### config.mk
export PLATFORM = sky130hd
export DESIGN_NAME = sac_ctrl
export DESIGN_NICKNAME = d
export VERILOG_FILES = /design/src/core/sac_pkg.sv /design/src/core/sac_ctrl.sv /design/src/core/sac_sync.sv /design/src/core/sac_buf.sv
export SDC_FILE = /design/constraint.sdc
export NUM_CORES = 1
export LEC_CHECK = 0
export BUFFER_PORTS_ARGS = -buffer_cell sky130_fd_sc_hd__buf_2
export CAP_MARGIN = 10
export CORE_ASPECT_RATIO = 1.2
export CORE_MARGIN = 2
export CORE_UTILIZATION = 54
export DETAILED_ROUTE_END_ITERATION = 12
export HOLD_SLACK_MARGIN = 0.02
export PLACE_DENSITY = 0.71
export SYNTH_ARGS = -nofsm -noshare
export SYNTH_HDL_FRONTEND = slang
export SYNTH_SLANG_ARGS = --single-unit
### constraint.sdc
create_clock -name i_clock -period 3.69 [get_ports i_clock]
set_clock_uncertainty 0.2 [all_clocks]
set_input_delay 0.1845 -clock i_clock [delete_from_list [all_inputs] [get_ports i_clock]]
set_output_delay 0.1845 -clock i_clock [all_outputs]
set_load 0.01 [all_outputs]
### src/core/sac_pkg.sv
`default_nettype none
package sac_pkg;
    // ****************************************************
    // Register port
    // ****************************************************
    localparam int          ADDR_W         = 4;
    localparam int          BUS_W          = 32;
    localparam logic [3:0]  CTRL_OFFSET    = 4'h0;
    localparam logic [3:0]  ITIME_OFFSET   = 4'h4;
    localparam logic [3:0]  REQ_OFFSET     = 4'h8;
    localparam logic [3:0]  STATUS_OFFSET  = 4'hc;
    // ****************************************************
    // Control fields and reset values
    // ****************************************************
    localparam int          MODE_LSB       = 0;
    localparam int          EDGE_BIT       = 2;
    localparam int          LEVEL_BIT      = 3;
    localparam int          STAT_HELD_BIT  = 0;
    localparam int          STAT_LABEL_BIT = 1;
    localparam int          STAT_XFER_BIT  = 2;
    localparam int          STAT_INTEG_BIT = 3;
    localparam int          STAT_MODE_LSB  = 4;
    localparam logic [1:0]  MODE_FREE      = 2'h0;
    localparam logic [1:0]  MODE_HOLD      = 2'h1;
    localparam logic [1:0]  MODE_LABEL     = 2'h2;
    localparam logic [31:0] CTRL_RST       = 32'h0000_000c;
    // ****************************************************
    // Timing
    // ****************************************************
    localparam int          CLK_PERIOD_NS  = 10;
    localparam int          INTEG_TIME_NS  = 1000;
    localparam int          INTEG_CYCLES   = (INTEG_TIME_NS + CLK_PERIOD_NS - 1) / CLK_PERIOD_NS;
    localparam logic [31:0] ITIME_RST      = 32'(INTEG_CYCLES);
    // ****************************************************
    // Stream word
    // ****************************************************
    localparam int          PIX_W          = 16;
    typedef struct packed {
        logic              none;
        logic              label;
        logic              last;
        logic [PIX_W-1:0]  pixel;
    } sac_word_type;
endpackage
`default_nettype wire

### src/core/sac_ctrl.sv
// Added by the designer: the register addresses and the strobed register port.
`default_nettype none
// What this block does
// - Free-run loops integrate, convert, hold; it waits in hold while a read of the bank about to be written runs
// - Readout clears pixel charge, restarting accumulation
// - Readout finishes before next integration starts
// - Free-run overwrites held line every conversion
// - Request returns currently held line immediately
// - Trigger-hold keeps line integrated after edge
// - Trigger-hold discards held line once read
// - New trigger edge replaces unread held line
// - Labelling marks lines integrated at active level
// - Label travels with the line data
module sac_ctrl
    import sac_pkg::*;
#(
    parameter int PIXELS = 16
) (
    input  wire logic                        i_clock,
    input  wire logic                        i_rst_n,
    input  wire logic [sac_pkg::ADDR_W-1:0]  i_addr,
    input  wire logic [sac_pkg::BUS_W-1:0]   i_wdata,
    input  wire logic                        i_wr,
    input  wire logic                        i_rd,
    output logic      [sac_pkg::BUS_W-1:0]   o_rdata,
    input  wire logic                        i_trigger,
    output logic                             o_integ,
    output logic                             o_conv_start,
    output logic      [$clog2(PIXELS)-1:0]   o_pix_addr,
    input  wire logic                        i_adc_valid,
    input  wire logic [sac_pkg::PIX_W-1:0]   i_adc_data,
    output sac_pkg::sac_word_type            o_word,
    output logic                             o_word_valid,
    input  wire logic                        i_word_ready
);
    import sac_pkg::*;
    localparam int PA_W = $clog2(PIXELS);
    if (PIXELS < 2) begin : g_chk
        $error("sac_ctrl needs at least two pixels");
    end

    // ****************************************************
    // Declarations
    // ****************************************************
    typedef enum logic [1:0] {S_INTEG, S_READ, S_WAIT, S_HOLD} sac_state_type;
    sac_state_type       state_reg;
    sac_state_type       state_next;
    logic [31:0]         ctrl_reg;
    logic [31:0]         itime_reg;
    logic [31:0]         icount_reg;
    logic [1:0]          mode_reg;
    logic                edge_sel_reg;
    logic                level_sel_reg;
    logic [PA_W-1:0]     pix_reg;
    logic [PIX_W-1:0]    line_mem [2][PIXELS];
    logic [1:0]          label_mem;
    logic                held_bank_reg;
    logic                held_valid_reg;
    logic                label_acc_reg;
    logic                pending_reg;
    logic                armed_reg;
    logic                trig_sync;
    logic                trig_prev_reg;
    logic                trig_edge;
    logic                trig_active;
    logic                integ_start;
    logic                conv_done;
    logic                flip;
    logic                xfer_busy_reg;
    logic                xfer_none_reg;
    logic                xfer_bank_reg;
    logic [PA_W-1:0]     xfer_idx_reg;
    logic                req_go;
    logic                buf_ready;
    logic                push;
    logic                xfer_end;
    sac_word_type        push_word;

    function automatic logic is_last(input logic [PA_W-1:0] idx);
        return idx == PA_W'(PIXELS - 1);
    endfunction

    // ****************************************************
    // Trigger conditioning
    // ****************************************************
    sac_sync #(
        .STAGES (2)
    ) u_trig_sync (
        .i_clock (i_clock),
        .i_rst_n (i_rst_n),
        .i_async (i_trigger),
        .o_sync  (trig_sync)
    );

    always_ff @(posedge i_clock or negedge i_rst_n) begin
        if (!i_rst_n) begin
            trig_prev_reg <= 1'b0;
        end else begin
            trig_prev_reg <= trig_sync;
        end
    end

    assign trig_edge   = edge_sel_reg ? (trig_sync && !trig_prev_reg)
                                      : (!trig_sync && trig_prev_reg);
    assign trig_active = (trig_sync == level_sel_reg);

    // ****************************************************
    // Register port
    // ****************************************************
    always_ff @(posedge i_clock or negedge i_rst_n) begin
        if (!i_rst_n) begin
            ctrl_reg  <= CTRL_RST;
            itime_reg <= ITIME_RST;
        end else if (i_wr && i_addr == CTRL_OFFSET) begin
            ctrl_reg  <= {28'h000_0000, i_wdata[3:0]};
        end else if (i_wr && i_addr == ITIME_OFFSET) begin
            // Zero would make an empty integration; hold at one cycle
            itime_reg <= (i_wdata == 32'h0000_0000) ? 32'h0000_0001 : i_wdata;
        end
    end

    always_ff @(posedge i_clock or negedge i_rst_n) begin
        if (!i_rst_n) begin
            o_rdata <= '0;
        end else if (i_rd) begin
            unique case (i_addr)
                CTRL_OFFSET:   o_rdata <= ctrl_reg;
                ITIME_OFFSET:  o_rdata <= itime_reg;
                STATUS_OFFSET: o_rdata <= {26'h000_0000, mode_reg,
                                           o_integ, xfer_busy_reg,
                                           label_mem[held_bank_reg], held_valid_reg};
                default:       o_rdata <= '0;
            endcase
        end else begin
            o_rdata <= '0;
        end
    end

    // ****************************************************
    // Acquisition sequence
    // ****************************************************
    assign integ_start = (state_reg == S_HOLD) && (state_next == S_INTEG);
    assign conv_done   = (state_reg == S_WAIT) && i_adc_valid && is_last(pix_reg);
    assign flip        = conv_done && (mode_reg != MODE_HOLD || armed_reg);

    always_comb begin
        state_next = state_reg;
        unique case (state_reg)
            S_INTEG: begin
                if (icount_reg >= itime_reg) begin
                    state_next = S_READ;
                end
            end
            S_READ: begin
                state_next = S_WAIT;
            end
            S_WAIT: begin
                if (i_adc_valid) begin
                    state_next = is_last(pix_reg) ? S_HOLD : S_READ;
                end
            end
            S_HOLD: begin
                // A slow reader of the bank about to be written stalls the loop
                if (!(xfer_busy_reg && xfer_bank_reg == !held_bank_reg)) begin
                    state_next = S_INTEG;
                end
            end
        endcase
    end

    always_ff @(posedge i_clock or negedge i_rst_n) begin
        if (!i_rst_n) begin
            state_reg <= S_HOLD;
        end else begin
            state_reg <= state_next;
        end
    end

    always_ff @(posedge i_clock or negedge i_rst_n) begin
        if (!i_rst_n) begin
            o_integ      <= 1'b0;
            o_conv_start <= 1'b0;
        end else begin
            o_integ      <= (state_next == S_INTEG);
            o_conv_start <= (state_next == S_READ);
        end
    end

    always_ff @(posedge i_clock or negedge i_rst_n) begin
        if (!i_rst_n) begin
            icount_reg <= '0;
        end else if (state_reg == S_INTEG) begin
            icount_reg <= icount_reg + 32'h0000_0001;
        end else begin
            icount_reg <= 32'h0000_0001;
        end
    end

    always_ff @(posedge i_clock or negedge i_rst_n) begin
        if (!i_rst_n) begin
            pix_reg    <= '0;
            o_pix_addr <= '0;
        end else if (state_reg == S_WAIT && i_adc_valid) begin
            pix_reg    <= is_last(pix_reg) ? '0 : pix_reg + PA_W'(1);
            o_pix_addr <= is_last(pix_reg) ? '0 : pix_reg + PA_W'(1);
        end
    end

    // Conversions fill the bank that is not held
    always_ff @(posedge i_clock) begin
        if (state_reg == S_WAIT && i_adc_valid) begin
            line_mem[!held_bank_reg][pix_reg] <= i_adc_data;
        end
    end

    // ****************************************************
    // Mode latching and trigger capture
    // ****************************************************
    always_ff @(posedge i_clock or negedge i_rst_n) begin
        if (!i_rst_n) begin
            mode_reg      <= CTRL_RST[MODE_LSB +: 2];
            edge_sel_reg  <= CTRL_RST[EDGE_BIT];
            level_sel_reg <= CTRL_RST[LEVEL_BIT];
        end else if (integ_start) begin
            mode_reg      <= ctrl_reg[MODE_LSB +: 2];
            edge_sel_reg  <= ctrl_reg[EDGE_BIT];
            level_sel_reg <= ctrl_reg[LEVEL_BIT];
        end
    end

    // An edge seen during an integration arms the one after it
    always_ff @(posedge i_clock or negedge i_rst_n) begin
        if (!i_rst_n) begin
            pending_reg <= 1'b0;
            armed_reg   <= 1'b0;
        end else begin
            pending_reg <= trig_edge || (pending_reg && !integ_start);
            if (integ_start) begin
                armed_reg <= pending_reg;
            end
        end
    end

    always_ff @(posedge i_clock or negedge i_rst_n) begin
        if (!i_rst_n) begin
            label_acc_reg <= 1'b0;
        end else if (integ_start) begin
            label_acc_reg <= 1'b0;
        end else if (state_reg == S_INTEG && trig_active) begin
            label_acc_reg <= 1'b1;
        end
    end

    // ****************************************************
    // Held line
    // ****************************************************
    always_ff @(posedge i_clock or negedge i_rst_n) begin
        if (!i_rst_n) begin
            held_bank_reg  <= 1'b0;
            held_valid_reg <= 1'b0;
            label_mem      <= 2'b00;
        end else begin
            if (flip) begin
                held_bank_reg               <= !held_bank_reg;
                label_mem[!held_bank_reg]   <= (mode_reg == MODE_LABEL) && label_acc_reg;
            end
            // New capture wins over a discard in the same cycle
            if (flip) begin
                held_valid_reg <= 1'b1;
            end else if (xfer_end && mode_reg == MODE_HOLD) begin
                held_valid_reg <= 1'b0;
            end else if (integ_start && ctrl_reg[MODE_LSB +: 2] == MODE_HOLD
                         && mode_reg != MODE_HOLD) begin
                held_valid_reg <= 1'b0;
            end
        end
    end

    // ****************************************************
    // Data request and transfer
    // ****************************************************
    assign req_go    = i_wr && i_addr == REQ_OFFSET && !xfer_busy_reg;
    assign push      = xfer_busy_reg && buf_ready;
    assign xfer_end  = push && (xfer_none_reg || is_last(xfer_idx_reg));
    assign push_word = '{none:  xfer_none_reg,
                         label: label_mem[xfer_bank_reg],
                         last:  xfer_none_reg || is_last(xfer_idx_reg),
                         pixel: xfer_none_reg ? '0 : line_mem[xfer_bank_reg][xfer_idx_reg]};

    always_ff @(posedge i_clock or negedge i_rst_n) begin
        if (!i_rst_n) begin
            xfer_busy_reg <= 1'b0;
            xfer_none_reg <= 1'b0;
            xfer_bank_reg <= 1'b0;
            xfer_idx_reg  <= '0;
        end else if (req_go) begin
            xfer_busy_reg <= 1'b1;
            xfer_none_reg <= !held_valid_reg;
            xfer_bank_reg <= held_bank_reg;
            xfer_idx_reg  <= '0;
        end else if (xfer_end) begin
            xfer_busy_reg <= 1'b0;
        end else if (push) begin
            xfer_idx_reg  <= xfer_idx_reg + PA_W'(1);
        end
    end

    sac_buf #(
        .W ($bits(sac_word_type))
    ) u_buf (
        .i_clock (i_clock),
        .i_rst_n (i_rst_n),
        .i_data  (push_word),
        .i_valid (xfer_busy_reg),
        .o_ready (buf_ready),
        .o_data  (o_word),
        .o_valid (o_word_valid),
        .i_ready (i_word_ready)
    );
endmodule
`default_nettype wire

### src/core/sac_sync.sv
`default_nettype none
module sac_sync #(
    parameter int STAGES = 2
) (
    input  wire logic i_clock,
    input  wire logic i_rst_n,
    input  wire logic i_async,
    output logic      o_sync
);
    import sac_pkg::*;
    if (STAGES < 2) begin : g_chk
        $error("sac_sync needs at least two stages");
    end
    logic [STAGES-1:0] chain_reg;
    // Only the last stage is read; the first may be metastable
    always_ff @(posedge i_clock or negedge i_rst_n) begin
        if (!i_rst_n) begin
            chain_reg <= '0;
        end else begin
            chain_reg <= {chain_reg[STAGES-2:0], i_async};
        end
    end
    assign o_sync = chain_reg[STAGES-1];
endmodule
`default_nettype wire

### src/core/sac_buf.sv
`default_nettype none
module sac_buf #(
    parameter int W = 19
) (
    input  wire logic         i_clock,
    input  wire logic         i_rst_n,
    input  wire logic [W-1:0] i_data,
    input  wire logic         i_valid,
    output logic              o_ready,
    output logic [W-1:0]      o_data,
    output logic              o_valid,
    input  wire logic         i_ready
);
    import sac_pkg::*;
    if (W < 1) begin : g_chk
        $error("sac_buf width must be positive");
    end
    logic [W-1:0] head_reg;
    logic [W-1:0] tail_reg;
    logic         head_v_reg;
    logic         tail_v_reg;
    logic         push;
    logic         pop;
    // Second entry absorbs the word in flight when the receiver stalls
    assign o_ready = !tail_v_reg;
    assign push    = i_valid && !tail_v_reg;
    assign pop     = head_v_reg && i_ready;
    assign o_data  = head_reg;
    assign o_valid = head_v_reg;
    always_ff @(posedge i_clock or negedge i_rst_n) begin
        if (!i_rst_n) begin
            head_reg   <= '0;
            tail_reg   <= '0;
            head_v_reg <= 1'b0;
            tail_v_reg <= 1'b0;
        end else if (push && (pop || !head_v_reg)) begin
            head_reg   <= i_data;
            head_v_reg <= 1'b1;
        end else if (push) begin
            tail_reg   <= i_data;
            tail_v_reg <= 1'b1;
        end else if (pop) begin
            head_reg   <= tail_reg;
            head_v_reg <= tail_v_reg;
            tail_v_reg <= 1'b0;
        end
    end
endmodule
`default_nettype wire

==> run metrics <==
IO Count=117; gpl congestion=0.848; max_cap viols=0; minimum clock period=2.89 ns; first drt pass iteration count=5; row count=90; number of H-tree levels=3; clock buffer count from CTS=67; Clk pwr share=33.8%; PD cells=632 nW/um^2; Clock Tree Root=clkbuf_16; layout cells sized above 1=22.4%; postcts setup bufs=0; Worst-path clk slew=0.06 ns; Antenna Cells=0; total number of vias=15222; Post-Syn Area=27300 um^2; hpwl dp=39200 um; Initial Util=54.5%; pin count of the biggest net entering global routing=98; Switching Share=28.3%; Yosys reg bits=681; TritonCTS Sinks=681; RSZ-0062 raised after global routing=no; Slew HR=21.1%; DP Area=28900 um^2; Tot Pwr=20.0 mW; fin area=31700 um^2; Final Max Slew Viols=0; VDD IR max=0.000366 V; multi-input combinational cell area=7120 um^2; TritonCTS clock tree=built; starting DRC count in detailed routing=1252; Startpoint Class=register; Layout Nets=1930; Sw Pwr=5.66 mW; All-Layer GR Usage=23.7%; syn nets=1708; Fillers=3483; Die Y-Extent=250 um; area grow syn2layout=15.9%; Pint=14.4 mW; static leakage=11.4 nW; DR WL/cell=23.9 um; Seq pwr share=46.3%; yosys warns=0; Final Setup Violations=0; drt total wl=60500 um; Yosys cell types=55; global route total overflow=0; worst-path maximum fanout=37; register area=19600 um^2; core area=50100 um^2; Tightest Pin Transition=1.18 ns; first-pass GRT wire length=93100 um; Largest register FFs=512; port bufs=116; Post-route DRC=0; Max Root-Sink Buffers=3; Period Utilization, post-route=78.2%; Max Clock Freq=347 MHz; Reg with most FFs=line_mem; initial antenna violation count=0; Setup WS pre-CTS=0.792 ns; Final ANT Viol Nets=0; Setup CP Type=register to register; cells after synthesis=1611; full die area=52400 um^2; via density per instance=6.01; EDFF count, synth=512; WP data arrival=3.14 ns; post-layout utilization of the core=63.2%; Main synth FF type=edfxtp_1; final setup margin=0.805 ns; Resized cells post-CTS=0; status=complete, no violations; worst path required time=3.94 ns; logic gate share of total power=19.9%; final hold violation count=0; vias in the first global route=15692; Worst Hold Class=primary input to async pin; Mean Syn Cell Area=17.0 um^2; Worst setup EP type=register; clock latency on the worst-skew pair=0.62 ns; Seq/Total Area, Yosys=71.8%; die width=209 um; TNS Setup=0 ns; FFs w/ async S/R, synth=24.8%
per-layer routing:
layer	up-vias	part of all wire [%]	routed length (um)	GRT usage, %
li1	6760	-	-	-
met1	7788	38	23000	29.5
met2	569	52	31600	41.7
met3	105	6.6	3970	3.90
met4	0	3.1	1880	9.16
met5	-	0	0	0
synthesized netlist by cell type (20+ instances only):
cell type | n | area, um^2
mux4_2 | 92 | 2070
ha_1 | 38 | 475
nor3_1 | 46 | 230
mux2i_1 | 76 | 761
inv_1 | 43 | 161
o21ai_0 | 39 | 195
nand2_1 | 59 | 221
edfxtp_1 | 512 | 15400
mux2_2 | 45 | 507
xnor2_1 | 20 | 175
a21oi_1 | 46 | 230
a22oi_1 | 48 | 360
a22o_1 | 24 | 210
nor2_1 | 85 | 319
dfrtp_1 | 160 | 4000
clkbuf_1 | 38 | 143
buf_2 | 23 | 115
final timing paths:
path	slack (ns)	start	cells past startpoint	to
worst min-delay path	0.06	i_rst_n	2	icount_reg[29]
worst max-delay path	0.80	xfer_bank_reg	5	u_buf.o_data[11]
max in group asynchronous	2.35	i_rst_n	3	u_buf.tail_reg[13]
worst min register to register	0.15	u_trig_sync.chain_reg[0]	0	u_trig_sync.chain_reg[1]
worst max register to register	0.80	xfer_bank_reg	5	u_buf.o_data[11]
min in group i_clock	0.14	i_word_ready	3	u_buf.tail_v_reg
metrics by stage:
step | hold WS (ns) | cells
after floorplan | -0.311 | 1611
after global placement | 0.0969 | 2345
after detailed placement | 0.104 | 2345
after CTS | 0.0829 | 2531
after global routing | 0.130 | 2531
final | 0.0555 | 2531
cell usage in the layout, fill, tap and decap left out, types with 48 or more instances in the layout:
cell type      Yosys  routed
dlygate4sd3_1      0      63
nand2_1           59      59
a22oi_1           48      48
dfrtp_1          160     158
buf_2             23     115
clkbuf_16          0      68
mux2i_1           76      76
edfxtp_1         512     512
nor2_1            85      83
mux4_2            92      92
power by group through the flow:
stage	registers, mW	logic (mW)	clock network, mW
final	9.26	3.99	6.77
after floorplan	9.18	2.76	0
after detailed placement	9.41	3.92	0
after global routing	9.33	4.34	7.15
after CTS	9.26	4.00	6.89
after global placement	9.39	3.85	0
cell type report:
type                            instances  share of cell area, %
Inverter                               43                  0.510
Timing Repair Buffer                  233                   5.60
Multi-Input combinational cell        807                   22.5
Clock buffer                           90                   5.73
Sequential cell                       681                   62.0
Clock inverter                         33                   1.20
Tap cell                              644                   2.54
what timing repair did:
| item | in CTS | in global routing |
|---|---|---|
| hold buffers | 63 | 0 |
| endpoints found under the setup margin | 0 | 0 |
| hold endpoints to repair | 680 | 0 |
critical path, cell delays in order (launching register included):
cell and delay, ns:
dfrtp_4 0.91, buf_12 0.36, mux4_2 0.55, a22oi_1 0.34
a22o_1 0.22, o21ai_0 0.08
cells by family (layout without fill, tap and decap cells):
logic type               after synthesis  in the layout  share of synthesized area, %
multiplexers                         213            213                          12.2
AND/OR/NAND/NOR                      287            287                          5.18
buffers and inverters                123            399                          2.18
AO/OA/AOI/OAI                        239            239                          5.93
flip-flops                           681            681                          71.8
XOR/XNOR                              30             30                         0.962
adder cells (fa/ha/maj)               38             38                          1.74
Note: power is estimated with default switching activity, not from simulation.
